### src/rtl/seq_pkg.sv
package seq_pkg;
    localparam int CLK_MHZ = 125;
    localparam int CLK_NS = 8;
    // times in ns, except DEG_MS in ms and HOLD_US in us
    localparam int CLIP_DLY_NS = 3000;
    localparam int REQ_ON_NS = 25600;
    localparam int REQ_OFF_NS = 25000;
    localparam int PUP_DEG_NS = 12000;
    localparam int PUP_RUN_NS = 32000;
    localparam int HALF_MIN_NS = 280;
    localparam int HALF_MAX_NS = 32000;
    localparam int DIP_NS = 100000;
    localparam int DEG_MS = 110;
    localparam int HOLD_US = 3300;
    localparam int PROBE_GOOD_CYCLES = 4;
    // least times round up, longest round down
    localparam int CLIP_CYC = (CLIP_DLY_NS + CLK_NS - 1) / CLK_NS;
    localparam int REQ_ON_CYC = (REQ_ON_NS + CLK_NS - 1) / CLK_NS;
    localparam int REQ_OFF_CYC = (REQ_OFF_NS + CLK_NS - 1) / CLK_NS;
    localparam int PUP_DEG_CYC = (PUP_DEG_NS + CLK_NS - 1) / CLK_NS;
    localparam int PUP_RUN_CYC = (PUP_RUN_NS + CLK_NS - 1) / CLK_NS;
    localparam int HALF_MIN_CYC = (HALF_MIN_NS + CLK_NS - 1) / CLK_NS;
    localparam int HALF_MAX_CYC = HALF_MAX_NS / CLK_NS;
    localparam int DIP_CYC = DIP_NS / CLK_NS;
    localparam int DEG_CYC = DEG_MS * 1000 * CLK_MHZ;
    localparam int HOLD_CYC = HOLD_US * CLK_MHZ;
    localparam int CNT_W = 24;
    typedef enum logic [2:0] {
        ST_OFF, ST_PUP, ST_DEG, ST_HOLD, ST_PROBE, ST_RUN
    } seq_state_t;
endpackage

### src/rtl/level_timer.sv
`timescale 1ns/1ns
`default_nettype none
// output rises once input has stayed high for LIMIT cycles, falls at once
module level_timer
    import seq_pkg::*;
#(
    parameter int LIMIT = 1
) (
    // clock and reset
    input wire logic clk,
    input wire logic rst,
    // level in, qualified level out
    input wire logic level,
    output logic held
);
    logic [CNT_W-1:0] cnt_r;

    always_ff @(posedge clk or posedge rst) begin
        if (rst) begin
            cnt_r <= '0;
        end else if (!level) begin
            cnt_r <= '0;
        end else if (cnt_r < CNT_W'(LIMIT)) begin
            cnt_r <= cnt_r + 1'b1;
        end
    end

    assign held = level && (cnt_r >= CNT_W'(LIMIT));
endmodule
`default_nettype wire

### src/rtl/degauss_powerup_fault_sequencer.sv
`timescale 1ns/1ns
`default_nettype none
module degauss_powerup_fault_sequencer
    import seq_pkg::*;
(
    // clock and reset
    input wire logic clk,
    input wire logic rst,
    // pins and comparators
    input wire logic demag_req,
    input wire logic main_supply_ok,
    input wire logic main_supply_crit,
    input wire logic probe_cmp,
    input wire logic amp_not_linear,
    // control outputs
    output logic coil_drive_en,
    output logic probe_osc_en,
    output logic degauss_active,
    output logic overload_recover_en,
    // open-drain flags, enable high pulls low
    output logic fault_n_o,
    output logic fault_n_oe,
    output logic clip_n_o,
    output logic clip_n_oe
);
    // ------------------------------
    // synchronisers
    // ------------------------------
    logic [4:0] s1_r, s2_r;
    always_ff @(posedge clk or posedge rst) begin
        if (rst) begin
            s1_r <= '0;
            s2_r <= '0;
        end else begin
            s1_r <= {demag_req, main_supply_ok, main_supply_crit, probe_cmp, amp_not_linear};
            s2_r <= s1_r;
        end
    end
    logic req, sup_ok, sup_crit, pcmp, over;
    assign req = s2_r[4];
    assign sup_ok = s2_r[3];
    assign sup_crit = s2_r[2];
    assign pcmp = s2_r[1];
    assign over = s2_r[0];

    // ------------------------------
    // filters
    // ------------------------------
    logic clip_hit, req_on, req_off, dip_long;
    level_timer #(.LIMIT(CLIP_CYC)) u_clip (
        .clk(clk), .rst(rst), .level(over), .held(clip_hit));
    level_timer #(.LIMIT(REQ_ON_CYC)) u_on (
        .clk(clk), .rst(rst), .level(req), .held(req_on));
    level_timer #(.LIMIT(REQ_OFF_CYC)) u_off (
        .clk(clk), .rst(rst), .level(!req), .held(req_off));
    level_timer #(.LIMIT(DIP_CYC)) u_dip (
        .clk(clk), .rst(rst), .level(!sup_ok), .held(dip_long));

    // ------------------------------
    // probe watch
    // ------------------------------
    logic pcmp_d_r;
    logic [CNT_W-1:0] half_r;
    logic [2:0] good_r;
    logic probe_dead_r, stuck_seen_r;
    logic edge_seen;
    seq_state_t st_r, st_nxt;
    assign edge_seen = pcmp != pcmp_d_r;

    always_ff @(posedge clk or posedge rst) begin
        if (rst) begin
            pcmp_d_r <= 1'b0;
            half_r <= '0;
        end else begin
            pcmp_d_r <= pcmp;
            if (edge_seen) half_r <= '0;
            else if (half_r < CNT_W'(HALF_MAX_CYC)) half_r <= half_r + 1'b1;
        end
    end

    // counts good half-periods; eight make four full cycles
    logic [3:0] good_half_r;
    logic half_ok, half_bad;
    assign half_ok = edge_seen && half_r >= CNT_W'(HALF_MIN_CYC);
    assign half_bad = (edge_seen && half_r < CNT_W'(HALF_MIN_CYC))
        || half_r >= CNT_W'(HALF_MAX_CYC);
    always_ff @(posedge clk or posedge rst) begin
        if (rst) begin
            good_half_r <= '0;
        end else if (half_bad || !probe_osc_en || st_r == ST_PUP) begin
            good_half_r <= '0;
        end else if (half_ok && good_half_r < 4'(2 * PROBE_GOOD_CYCLES)) begin
            good_half_r <= good_half_r + 1'b1;
        end
    end
    assign good_r = 3'(good_half_r >> 1);

    always_ff @(posedge clk or posedge rst) begin
        if (rst) begin
            probe_dead_r <= 1'b0;
        end else begin
            probe_dead_r <= half_r >= CNT_W'(HALF_MAX_CYC) && !pcmp;
        end
    end

    // remembers an interrupted probe loop until hold finishes
    logic hold_done;
    always_ff @(posedge clk or posedge rst) begin
        if (rst) begin
            stuck_seen_r <= 1'b0;
        end else if (probe_dead_r && st_r != ST_OFF && st_r != ST_PUP) begin
            stuck_seen_r <= 1'b1;
        end else if (hold_done || st_r == ST_OFF) begin
            // a full restart is the normal path, so recovery may resume
            stuck_seen_r <= 1'b0;
        end
    end

    // ------------------------------
    // sequencer
    // ------------------------------
    logic [CNT_W-1:0] tmr_r;
    logic por;
    // hazard: brown-out lasting long or critical dip restarts everything
    assign por = sup_crit || dip_long || !sup_ok && st_r == ST_OFF;
    assign hold_done = st_r == ST_HOLD && tmr_r >= CNT_W'(HOLD_CYC);

    always_comb begin
        st_nxt = st_r;
        case (st_r)
            ST_OFF: if (sup_ok && !sup_crit) st_nxt = ST_PUP;
            ST_PUP: begin
                if (req && tmr_r >= CNT_W'(PUP_DEG_CYC)) st_nxt = ST_DEG;
                else if (!req && tmr_r >= CNT_W'(PUP_RUN_CYC)) st_nxt = ST_PROBE;
            end
            ST_DEG: begin
                if (req_off) st_nxt = ST_HOLD;
                else if (tmr_r >= CNT_W'(DEG_CYC)) st_nxt = ST_PROBE;
            end
            ST_HOLD: if (hold_done) st_nxt = ST_PROBE;
            ST_PROBE: begin
                if (good_r >= 3'(PROBE_GOOD_CYCLES)) st_nxt = ST_RUN;
                else if (req_on) st_nxt = ST_DEG;
            end
            ST_RUN: begin
                if (probe_dead_r) st_nxt = ST_HOLD;
                else if (req_on) st_nxt = ST_DEG;
            end
            default: st_nxt = ST_OFF;
        endcase
        if (por) st_nxt = ST_OFF;
    end

    always_ff @(posedge clk or posedge rst) begin
        if (rst) begin
            st_r <= ST_OFF;
        end else begin
            st_r <= st_nxt;
        end
    end

    always_ff @(posedge clk or posedge rst) begin
        if (rst) begin
            tmr_r <= '0;
        end else if (st_nxt != st_r || (st_r == ST_HOLD && probe_dead_r)) begin
            // hold counts from probe recovery, not from the fault
            tmr_r <= '0;
        end else if (tmr_r < CNT_W'(DEG_CYC)) begin
            tmr_r <= tmr_r + 1'b1;
        end
    end

    // ------------------------------
    // outputs
    // ------------------------------
    logic fault_r, clip_r, coil_r, deg_r, osc_r, ovr_r;
    always_ff @(posedge clk or posedge rst) begin
        if (rst) begin
            fault_r <= 1'b1;
            clip_r <= 1'b0;
            coil_r <= 1'b0;
            deg_r <= 1'b0;
            osc_r <= 1'b0;
            ovr_r <= 1'b0;
        end else begin
            // a short dip with live probe passes unflagged
            fault_r <= st_nxt != ST_RUN || probe_dead_r;
            clip_r <= clip_hit;
            coil_r <= st_nxt == ST_RUN || st_nxt == ST_DEG;
            deg_r <= st_nxt == ST_DEG;
            osc_r <= st_nxt != ST_OFF;
            ovr_r <= st_nxt == ST_RUN && !stuck_seen_r;
        end
    end

    assign coil_drive_en = coil_r;
    assign probe_osc_en = osc_r;
    assign degauss_active = deg_r;
    assign overload_recover_en = ovr_r;
    assign fault_n_o = 1'b0;
    assign fault_n_oe = fault_r;
    assign clip_n_o = 1'b0;
    assign clip_n_oe = clip_r;

    // ------------------------------
    // checker helpers
    // ------------------------------
    // run lengths counted apart from the filters, so a broken filter shows
    logic [CNT_W-1:0] over_run_r, req_hi_r, req_lo_r, deg_run_r;
    always_ff @(posedge clk or posedge rst) begin
        if (rst) begin
            over_run_r <= '0;
        end else if (!over) begin
            over_run_r <= '0;
        end else if (over_run_r < CNT_W'(CLIP_CYC)) begin
            over_run_r <= over_run_r + 1'b1;
        end
    end
    always_ff @(posedge clk or posedge rst) begin
        if (rst) begin
            req_hi_r <= '0;
        end else if (!req) begin
            req_hi_r <= '0;
        end else if (req_hi_r < CNT_W'(REQ_ON_CYC)) begin
            req_hi_r <= req_hi_r + 1'b1;
        end
    end
    always_ff @(posedge clk or posedge rst) begin
        if (rst) begin
            req_lo_r <= '0;
        end else if (req) begin
            req_lo_r <= '0;
        end else if (req_lo_r < CNT_W'(REQ_OFF_CYC)) begin
            req_lo_r <= req_lo_r + 1'b1;
        end
    end
    always_ff @(posedge clk or posedge rst) begin
        if (rst) begin
            deg_run_r <= '0;
        end else if (!degauss_active) begin
            deg_run_r <= '0;
        end else if (deg_run_r < CNT_W'(DEG_CYC)) begin
            deg_run_r <= deg_run_r + 1'b1;
        end
    end

    // ------------------------------
    // checks
    // ------------------------------
    clip_delay_a: assert property (@(posedge clk) disable iff (rst)
        $rose(clip_n_oe) |-> over_run_r >= CNT_W'(CLIP_CYC))
        else $error("clip flag before over-range settled");
    clip_release_a: assert property (@(posedge clk) disable iff (rst)
        !over |=> !clip_n_oe) else $error("clip flag not released");
    deg_fault_a: assert property (@(posedge clk) disable iff (rst)
        degauss_active |-> fault_n_oe) else $error("fault flag high in degauss");
    deg_osc_a: assert property (@(posedge clk) disable iff (rst)
        degauss_active |-> probe_osc_en) else $error("oscillator stopped in degauss");
    abort_hold_a: assert property (@(posedge clk) disable iff (rst)
        (st_r == ST_DEG && st_nxt == ST_HOLD) |=> !coil_drive_en [*8])
        else $error("coil drive on after abort");
    dead_fault_a: assert property (@(posedge clk) disable iff (rst)
        probe_dead_r |=> fault_n_oe) else $error("dead probe not flagged");
    crit_reset_a: assert property (@(posedge clk) disable iff (rst)
        sup_crit |=> st_r == ST_OFF ##1 fault_n_oe) else $error("no reset on critical dip");
    run_coil_a: assert property (@(posedge clk) disable iff (rst)
        $rose(st_r == ST_RUN) |-> $past(good_r) >= 3'(PROBE_GOOD_CYCLES))
        else $error("run without good probe cycles");
    stuck_ovr_a: assert property (@(posedge clk) disable iff (rst)
        stuck_seen_r |=> !overload_recover_en) else $error("recovery after interruption");
    clip_set_a: assert property (@(posedge clk) disable iff (rst)
        over && over_run_r >= CNT_W'(CLIP_CYC) |=> clip_n_oe)
        else $error("clip flag late");
    deg_start_a: assert property (@(posedge clk) disable iff (rst)
        $rose(degauss_active) && $past(st_r) != ST_PUP |-> req_hi_r >= CNT_W'(REQ_ON_CYC))
        else $error("degauss on short request");
    abort_filter_a: assert property (@(posedge clk) disable iff (rst)
        st_r == ST_HOLD && $past(st_r) == ST_DEG |-> req_lo_r >= CNT_W'(REQ_OFF_CYC))
        else $error("degauss aborted by glitch");
    deg_length_a: assert property (@(posedge clk) disable iff (rst)
        st_r == ST_PROBE && $past(st_r) == ST_DEG |-> deg_run_r >= CNT_W'(DEG_CYC))
        else $error("degauss cycle cut short");
    ready_flag_a: assert property (@(posedge clk) disable iff (rst)
        !fault_n_oe |-> st_r == ST_RUN)
        else $error("fault flag released early");
    coil_state_a: assert property (@(posedge clk) disable iff (rst)
        coil_drive_en |-> st_r == ST_RUN || st_r == ST_DEG)
        else $error("coil drive on when not ready");
    run_c: cover property (@(posedge clk) disable iff (rst) $rose(st_r == ST_RUN));
    deg_c: cover property (@(posedge clk) disable iff (rst) $rose(degauss_active));
    abort_c: cover property (@(posedge clk) disable iff (rst) st_r == ST_HOLD);
    clip_c: cover property (@(posedge clk) disable iff (rst) $rose(clip_n_oe));
endmodule
`default_nettype wire

### config.mk
export PLATFORM = sky130hd
export DESIGN_NAME = degauss_powerup_fault_sequencer
export DESIGN_NICKNAME = d
export VERILOG_FILES = /design/src/rtl/seq_pkg.sv /design/src/rtl/level_timer.sv /design/src/rtl/degauss_powerup_fault_sequencer.sv
export SDC_FILE = /design/constraint.sdc
export NUM_CORES = 1
export LEC_CHECK = 0
export ABC_CLOCK_PERIOD_IN_PS = 3000
export BUFFER_PORTS_ARGS = -buffer_cell sky130_fd_sc_hd__buf_2
export CORE_ASPECT_RATIO = 0.7
export CORE_MARGIN = 1
export CORE_UTILIZATION = 35
export DETAILED_ROUTE_END_ITERATION = 16
export MAX_ROUTING_LAYER = met4
export PLACE_DENSITY = 0.48
export SLEW_MARGIN = 40
export SYNTH_ARGS = -nofsm -noshare
export SYNTH_HDL_FRONTEND = slang
export SYNTH_HIERARCHICAL = 1
export SYNTH_SLANG_ARGS = --single-unit
export TNS_END_PERCENT = 5
### constraint.sdc
create_clock -name clk -period 3 [get_ports clk]
set_input_delay 0.3 -clock clk [delete_from_list [all_inputs] [get_ports clk]]
set_output_delay 0.3 -clock clk [all_outputs]
set_load 0.01 [all_outputs]
==> impl_metrics.toml, run 1 <==
[run_status]
status = "finished clean"

[synthesis]
yosys_register_bits = 170
synth_xor_area_frac = 0.04131
synthAdderAreaFrac = 0.01967
synth_most_common_cell = "dfrtp_1"
post-synth-top-area-cell = "dfrtp_1"
synthTopCellsByArea = "dfrtp_1 51%, and2_1 4.5%, xor2_1 2.8%"
synthArstFlopShare = 1.000
synthMuxAreaShare = 0.01695
synth_common_cells = "169 x dfrtp_1, 60 x and2_1, 53 x nand2_1"
ys_seq_area_frac = 0.5146
avgSynthCellArea_um2 = 10.60
syn_inst = 780
ys_types = 75
synth_edf_count = 0
synth_warnings = 6
yosys.area_share.simple = 0.2692
synth_flop_cell = "dfrtp_1"
synth_top_family_by_area = "simple AND/OR/NAND/NOR gates"
synth_compound_gate_area_share = 0.1002
synth_top_area_share = 0.5114
syn-cell-area_mm2 = 0.008269

[final_layout]
drive_gt1_frac = 0.1545
fillCellCount = 2241
fin_nets = 829
multiInputGateArea_mm2 = 0.003726
diodes = 0
design_area_mm2 = 0.009459
synthToLayoutAreaGrowth_pct = 14.39
regArea_mm2 = 0.004255

[job]
timing.max_cap.violations = 0

[detailed_routing]
wirelength_um = 16880
antenna_violating_nets_post_route = 0
viasPerCell = 5.163
wl_per_cell_um = 14.89
vias = 5855
drtIter0Drc = 385
drc = 0
drtPass1Iterations = 5

[global_routing]
grt.overflow.total = 0
grt_max_degree = 35
antenna_found_initial = 0
grt_pass1_wl_um = 29240
grt_pass1_vias = 5752
grt_util_all_layers = 0.1579

[clocking]
postCtsSetupRepairBufs = 0
ctsHtreeMaxLevel = 4
cts_tree = "yes"
cts.sink_count = 170
cts_root_buffer = "clkbuf_16"
clock_path_buffers = 2
cts_made_buffers = 17
clk_latency_ps = 430
clk_pin_slew_ps = 70

[timing]
tightest_slew_ps = 718.2
fmax_mhz = 356.4
period_share = 0.9352
slew_headroom = 0.5180
tns_ps = 0
worst_slack_ps = 194.5
drv_slew = 0
fin_skew_ps = 11.55
rsz0062_at_grt = "false"
period_minus_slack_ps = 2805
whs_ps = 351.2
setup_viol = 0
finalHoldViolations = 0

[setup_path]
worstSetupEndpointType = "flip-flop"
critPathRequiredTime_ps = 3310
path_class = "flip-flop to flip-flop"
crit_arrival_ps = 3120
worstPathMaxFanout = 5
critPathLaunchType = "flip-flop"

[placement]
port_buffers = 12
dp_hpwl_um = 11620
place_area_mm2 = 0.008757
post-place-ws_ps = 218.6
globalplace.congestion = 0.8560

[floorplanning]
dieArea_mm2 = 0.02425
die_x_um = 185.7
top_level_ports = 15
die_h_um = 130.6
start_util = 0.3610
core_area_mm2 = 0.02291
rows = 46

[pwr]
total_power_mw = 5.105
vdd_drop_max_uv = 384.8
leakagePower_nw = 4.191
powerDensity_mw_per_mm2 = 539.7

[min_path]
holdCritPathClass = "flip-flop to flip-flop"
==> worst paths after layout <==
kind                            startpoint             end  slack [ps]  depth (start not counted)
min in group asynchronous              rst  u_on/cnt_r[17]         560                          3
worst max-delay path             tmr_r[19]   coil_drive_en         190                          6
worst min-delay path               s1_r[0]         s2_r[0]         350                          0
worst max register to register   tmr_r[19]   coil_drive_en         190                          6
max in group asynchronous              rst      fault_n_oe        1680                          4
worst min register to register     s1_r[0]         s2_r[0]         350                          0
==> per-stage QoR <==
step                utilization  std cells
detailed placement       0.3823       1096
floorplan                     -        781
global route             0.4129       1134
CTS                      0.4124       1134
global placement         0.3823       1096
finish                   0.4129       1134
==> flip-flops by register name, summed over array words and instances, names as in the netlist <==
register and count:
coil_drive_en 1, probe_osc_en 1, u_off/cnt_r 24, probe_dead_r 1
st_r 3, half_r 24, stuck_seen_r 1, u_clip/cnt_r 24
degauss_active 1, overload_recover_en 1, tmr_r 24, pcmp_d_r 1
good_half_r 4, u_dip/cnt_r 24, s1_r 5, fault_n_oe 1
s2_r 5, u_on/cnt_r 24, clip_n_oe 1
==> report_power, final <==
| part | switching, mW | internal (mW) |
|---|---|---|
| clock | 1.03 | 1.28 |
| sequential | 0.0719 | 2.35 |
| combinational | 0.243 | 0.131 |
| total | 1.34 | 3.76 |
==> routing by layer <==
| layer | vias up | global-route usage | wire length [µm] |
|---|---|---|---|
| met5 | - | - | 0 |
| met4 | 0 | 0.04581 | 152 |
| met3 | 11 | 0.03659 | 571 |
| met2 | 84 | 0.2241 | 7312 |
| met1 | 2904 | 0.2231 | 8845 |
| li1 | 2856 | - | - |
==> logic make-up after synthesis <==
kind of cell / after synthesis
other: 1
AOI/OAI and AO/OA: 118
adders and majority gates: 13
buffers and inverters: 69
xor gates and xnor gates: 39
and+or+nand+nor: 356
DFF: 170
muxes: 14
==> final cells by class <==
cell class	instances	area share
flip-flops and latches	170	0.4499
multi-input cells	542	0.3939
clock buffers	17	0.04497
well taps	312	0.04127
repair buffers	41	0.03360
clock inverters	15	0.02156
inverters	37	0.01481
==> cell usage in the layout (no fill, tap or decap), types with 4 or more instances in the layout <==
cell,instances
nor3_2,21
o21ai_1,4
nor3_1,9
a31o_2,4
inv_1,29
nand3_1,39
or3_1,10
o21ai_0,17
inv_6,5
buf_4,21
nand2_1,53
inv_2,4
and4_1,4
dlygate4sd3_1,6
xnor2_1,12
clkbuf_16,17
and2_1,60
nor4_4,6
o211ai_1,5
ha_1,13
dfrtp_1,169
buf_2,12
o31ai_1,16
nand2b_1,14
nor4_1,18
nor2_1,42
xor2_1,26
nor3b_1,4
and3_1,9
or4_1,19
nand4_1,23
mux2i_1,14
a21oi_1,39
==> timing repair <==
item,4_1_cts,5_1_grt
hold endpoints to repair,15,0
setup endpoints to repair,0,25
resized for setup,0,2
hold buffers,6,0
==> worst max-delay path, stage by stage, from the launching register on <==
cell and delay (ps):
dfrtp_1 440, or4_1 560, or4_4 560, or3b_1 410, a222oi_1 480, a31o_1 220, a21oi_1 40
Note: power is estimated with default switching activity, not from simulation.
==> run 2: changes to the inputs <==
--- a/config.mk
+++ b/config.mk
@@ -5,6 +5,7 @@
 export SDC_FILE = /design/constraint.sdc
 export NUM_CORES = 1
 export LEC_CHECK = 0
+export ABC_AREA = 1
 export ABC_CLOCK_PERIOD_IN_PS = 3000
 export BUFFER_PORTS_ARGS = -buffer_cell sky130_fd_sc_hd__buf_2
 export CORE_ASPECT_RATIO = 0.7
==> impl_metrics.toml, run 2 <==
[timing]
period_share = 0.8993
tightest_slew_ps = 691.7
setup_viol = 0
tns_ps = 0
drv_slew = 0
finalHoldViolations = 0
fmax_mhz = 370.7
slew_headroom = 0.5346
worst_slack_ps = 302.2
period_minus_slack_ps = 2698
fin_skew_ps = 8.903
rsz0062_at_grt = "false"

[clocking]
cts_made_buffers = 17
clock_path_buffers = 2
clk_pin_slew_ps = 70
cts.sink_count = 170
clk_latency_ps = 450
ctsHtreeMaxLevel = 4
cts_tree = "yes"
cts_root_buffer = "clkbuf_16"

[min_path]
hold_path_end = "s2_r[1]"
holdCritPathClass = "flip-flop to flip-flop"
worstHoldPathCells = 0
hold_start = "s1_r[1]"

[global_routing]
antenna_found_initial = 0
grt.overflow.total = 0
grt_util_all_layers = 0.1637
grt_max_degree = 49
grt_pass1_vias = 6692
grt_pass1_wl_um = 34240

[pwr]
internal_power_mw = 3.738
vdd_drop_max_uv = 391.4
clockPowerShare = 0.460
combPwrFrac = 0.061
switching_share = 0.2599
power_frac_seq = 0.479
leakagePower_nw = 5.678
switchingPower_mw = 1.312
powerDensity_mw_per_mm2 = 487.3

[placement]
post-place-ws_ps = 298.9
globalplace.congestion = 0.8534
dp_hpwl_um = 13710
port_buffers = 12

[synthesis]
avgSynthCellArea_um2 = 7.634
synth_warnings = 6
syn-cell-area_mm2 = 0.009275
post-synth-top-area-cell = "dfrtp_1"
syn_inst = 1215
synth_flop_cell = "dfrtp_1"
synthArstFlopShare = 1.000
ys_types = 48
yosys_register_bits = 170
ys_seq_area_frac = 0.4588
synth_edf_count = 0
synth_top_area_share = 0.4560
synth_common_cells = "343 x nand2_1, 206 x inv_1, 169 x dfrtp_1"
synth_most_common_cell = "nand2_1"
synthTopCellsByArea = "dfrtp_1 46%, nand2_1 14%, inv_1 8.3%"

[detailed_routing]
drtIter0Drc = 459
drtPass1Iterations = 5
wl_per_cell_um = 12.20
vias = 7120
antenna_violating_nets_post_route = 0
viasPerCell = 4.431
drc = 0
wirelength_um = 19610

[floorplanning]
start_util = 0.3585
core_area_mm2 = 0.02587
die_h_um = 138.2
top_level_ports = 15
dieArea_mm2 = 0.02717
rows = 49
die_x_um = 196.6

[job]
timing.max_cap.violations = 0

[final_layout]
fin_nets = 1257
synthToLayoutAreaGrowth_pct = 11.75
diodes = 0
drive_gt1_frac = 0.1136
final_common_cell = "nand2_1"
final_cell_mix = "343 x nand2_1, 201 x inv_1, 168 x dfrtp_1, 140 x nor2_1, 104 x nand3_1"
fillCellCount = 2714

[setup_path]
critPathRequiredTime_ps = 3360
worstSetupEndpointType = "flip-flop"
path_class = "flip-flop to flip-flop"
critPathLaunchType = "flip-flop"
reg2reg_depth = 20
worstPathMaxFanout = 24
crit_arrival_ps = 3060
timing.rr.start = "u_off/cnt_r[0]"
r2r_slack_ps = 300
reg2reg_to = "tmr_r[14]"

[run_status]
status = "finished clean"
==> run 2: power groups by stage <==
stage	combinational, mW	clock (mW)	sequential, mW
2_1_floorplan	0.254	0	2.44
3_3_place_gp	0.306	0	2.46
3_5_place_dp	0.310	0	2.46
4_1_cts	0.317	2.41	2.42
5_1_grt	0.361	2.51	2.43
6_report	0.308	2.33	2.42
==> run 2: per-stage QoR <==
stage	cells	hold slack (ps)	utilization	cell area, µm²	total power, mW
after floorplan	1216	314.6	-	9279	2.691
after global placement	1569	334.7	0.3744	9686	2.767
after detailed placement	1569	337.2	0.3744	9687	2.769
after CTS	1607	353.7	0.4004	10360	5.146
after global routing	1607	357.9	0.4006	10360	5.298
final	1607	351.5	0.4006	10360	5.051
==> run 2: worst max path at each step <==
stage	from	end	slack, ps
after CTS	u_off/cnt_r[0]	tmr_r[16]	290
final	u_off/cnt_r[0]	tmr_r[14]	300
after detailed placement	u_off/cnt_r[0]	tmr_r[23]	300
after global placement	u_off/cnt_r[0]	tmr_r[15]	370
after floorplan	rst	clip_n_oe	820
after global routing	u_off/cnt_r[0]	tmr_r[23]	0.2
==> run 2: worst max-delay path: stages (launching register included) <==
cell and delay [ps]:
dfrtp_1 430, inv_1 120, ha_1 150, inv_1 40, nand2_1 50, nand2_1 50
nand2_1 70, nand2_2 80, inv_2 70, nand2_2 70, nand2_2 140, nand2_1 100
inv_1 60, nor2_1 50, nor3_1 180, nand3_1 110, nand2_1 90, nand2_1 50
nand2_1 90, nand3_4 350, nor3_1 260
==> run 2: final cells by class <==
class,instances,area (µm²),area share
multi-input cells,804,4030,0.3888
clock inverters,14,173.9,0.01678
repair buffers,27,200.2,0.01931
inverters,217,818.3,0.07895
well taps,357,446.7,0.04310
flip-flops and latches,170,4257,0.4107
clock buffers,18,439.2,0.04237
==> run 2: cell families (layout without fill, tap and decap cells) <==
logic type               Yosys count  in the layout  synth area share
flip-flops                       170            170            0.4588
buffers and inverters            242            276            0.1076
XOR/XNOR                          36             36           0.03400
adder cells (fa/ha/maj)           13             13           0.01754
other                              1              2         0.0004043
AO/OA/AOI/OAI                     42             42           0.02671
AND/OR/NAND/NOR                  711            711            0.3549
==> run 2: what timing repair did <==
item,CTS,global route
resized for setup,0,1
setup endpoints to repair,0,2
buffers inserted,0,0
hold buffers,6,0
hold endpoints to repair,126,0
==> run 2: metal layers <==
layer  vias up  GRT usage  part of all wire
met2       121     0.1990              0.37
met1      3211     0.2560              0.57
li1       3770          -                 -
met3        18    0.03391             0.046
met5         -          -                 0
met4         0    0.06242             0.016
==> run 3: changes to the inputs <==
--- a/config.mk
+++ b/config.mk
@@ -7,13 +7,14 @@
 export LEC_CHECK = 0
 export ABC_AREA = 1
 export ABC_CLOCK_PERIOD_IN_PS = 3000
-export BUFFER_PORTS_ARGS = -buffer_cell sky130_fd_sc_hd__buf_2
 export CORE_ASPECT_RATIO = 0.7
 export CORE_MARGIN = 1
 export CORE_UTILIZATION = 35
 export DETAILED_ROUTE_END_ITERATION = 16
+export DONT_BUFFER_PORTS = 1
 export MAX_ROUTING_LAYER = met4
 export PLACE_DENSITY = 0.48
+export REMOVE_ABC_BUFFERS = 1
 export SLEW_MARGIN = 40
 export SYNTH_ARGS = -nofsm -noshare
 export SYNTH_HDL_FRONTEND = slang
==> impl_metrics.toml, run 3 (same netlist as run 2, synthesis figures left out) <==
[final_layout]
regArea_mm2 = 0.004257
multiInputGateArea_mm2 = 0.004030
drive_gt1_frac = 0.1065
fin_util = 0.3954
diodes = 0
final_cell_mix = "343 x nand2_1, 201 x inv_1, 168 x dfrtp_1, 140 x nor2_1, 104 x nand3_1"
final_common_cell = "nand2_1"
fillCellCount = 2711
fin_nets = 1247
synthToLayoutAreaGrowth_pct = 10.31
instances_no_fill = 1597
design_area_mm2 = 0.01023

[floorplanning]
top_level_ports = 15
core_area_mm2 = 0.02587
rows = 49
start_util = 0.3585
die_x_um = 196.6
die_h_um = 138.2
dieArea_mm2 = 0.02717

[pwr]
switchingPower_mw = 1.245
total_power_mw = 4.775
combPwrFrac = 0.065
powerDensity_mw_per_mm2 = 466.7
internal_power_mw = 3.530
switching_share = 0.2608
vdd_drop_max_uv = 364.4
power_frac_seq = 0.507
leakagePower_nw = 5.592
clockPowerShare = 0.428

[job]
timing.max_cap.violations = 0

[clocking]
cts.sink_count = 170
ctsHtreeMaxLevel = 4
cts_tree = "yes"
postCtsSetupRepairBufs = 0
clk_latency_ps = 440
cts_root_buffer = "clkbuf_16"
clock_path_buffers = 2
cts_made_buffers = 17
clk_pin_slew_ps = 70

[placement]
dpl.cell_count = 1559
post-place-ws_ps = 296.6
port_buffers = 0
dp_hpwl_um = 13610
globalplace.congestion = 0.8560
place_area_mm2 = 0.009629

[setup_path]
critPathLaunchType = "flip-flop"
worstPathMaxFanout = 24
r2r_slack_ps = 370
critPathRequiredTime_ps = 3350
path_class = "flip-flop to flip-flop"
reg2reg_depth = 20
worstSetupEndpointType = "flip-flop"
crit_arrival_ps = 2980

[detailed_routing]
drtIter0Drc = 570
vias = 7077
wl_per_cell_um = 12.02
wirelength_um = 19190
antenna_violating_nets_post_route = 0
drtPass1Iterations = 6
drc = 0
viasPerCell = 4.431

[global_routing]
antenna_found_initial = 0
grt.overflow.total = 0
grt_pass1_vias = 6536
grt_util_all_layers = 0.1580
grt_pass1_wl_um = 33160
grt_max_degree = 42

[timing]
worst_slack_ps = 372.0
fmax_mhz = 380.5
period_minus_slack_ps = 2628
rsz0062_at_grt = "false"
fin_skew_ps = 10.17
period_share = 0.8760
whs_ps = 347.4
tightest_slew_ps = 583.5
slew_headroom = 0.6097
tns_ps = 0
drv_slew = 0
setup_viol = 0
finalHoldViolations = 0

[run_status]
status = "finished clean"

[min_path]
holdCritPathClass = "flip-flop to flip-flop"
worstHoldPathCells = 0
==> run 3: cell count changes in the layout (fill, tap and decap cells not counted) <==
cell,previous run,this run
buf_4,8,11
clkinvlp_4,1,3
inv_6,5,3
buf_2,12,0
buf_12,1,0
inv_8,4,0
clkinv_2,1,6
bufinv_16,2,0
inv_4,1,2
==> run 3: final timing paths <==
kind                                     start    endpoint
max in group asynchronous                  rst  fault_n_oe
worst min-delay path                   s1_r[0]     s2_r[0]
worst max register to register  u_off/cnt_r[0]   tmr_r[14]
min in group asynchronous                  rst   clip_n_oe
worst max-delay path            u_off/cnt_r[0]   tmr_r[14]
worst min register to register         s1_r[0]     s2_r[0]
==> run 3: cell type report <==
cell class / count / area share
Clock buffer: 18 / 0.04293
Clock inverter: 14 / 0.009417
Inverter: 217 / 0.08010
Multi-Input combinational cell: 804 / 0.3939
Sequential cell: 170 / 0.4160
Tap cell: 357 / 0.04366
Timing Repair Buffer: 17 / 0.01394
==> run 3: timing repair <==
action,4_1_cts,5_1_grt
hold buffers,6,0
resized for setup,0,1
endpoints found under the setup margin,0,9
hold endpoints to repair,140,0
==> run 3: routing by layer <==
| metal | global-route usage | part of all wire |
|---|---|---|
| met1 | 0.2308 | 0.55 |
| met5 | - | 0 |
| met3 | 0.04196 | 0.038 |
| met4 | 0.04937 | 0.014 |
| met2 | 0.2092 | 0.39 |
==> run 3: power by group through the flow <==
stage,combinational [mW],sequential [mW],clock [mW]
final,0.310,2.42,2.04
after global routing,0.356,2.43,2.22
after floorplan,0.229,2.45,0
after detailed placement,0.305,2.46,0
after CTS,0.317,2.42,2.13
after global placement,0.305,2.46,0
==> run 3: worst max-delay path: stages, from the launching register on <==
cell and delay [ps]:
dfrtp_1 430, inv_1 120, ha_1 150, inv_1 30, nand2_1 40, nand2_1 50
nand2_1 60, nand2_2 70, inv_2 60, nand2_2 70, nand2_2 120, nand2_1 100
inv_1 60, nor2_1 50, nor3_1 180, nand3_1 120, nand2_1 90, nand2_1 50
nand2_1 100, nand3_4 340, nor3_1 250
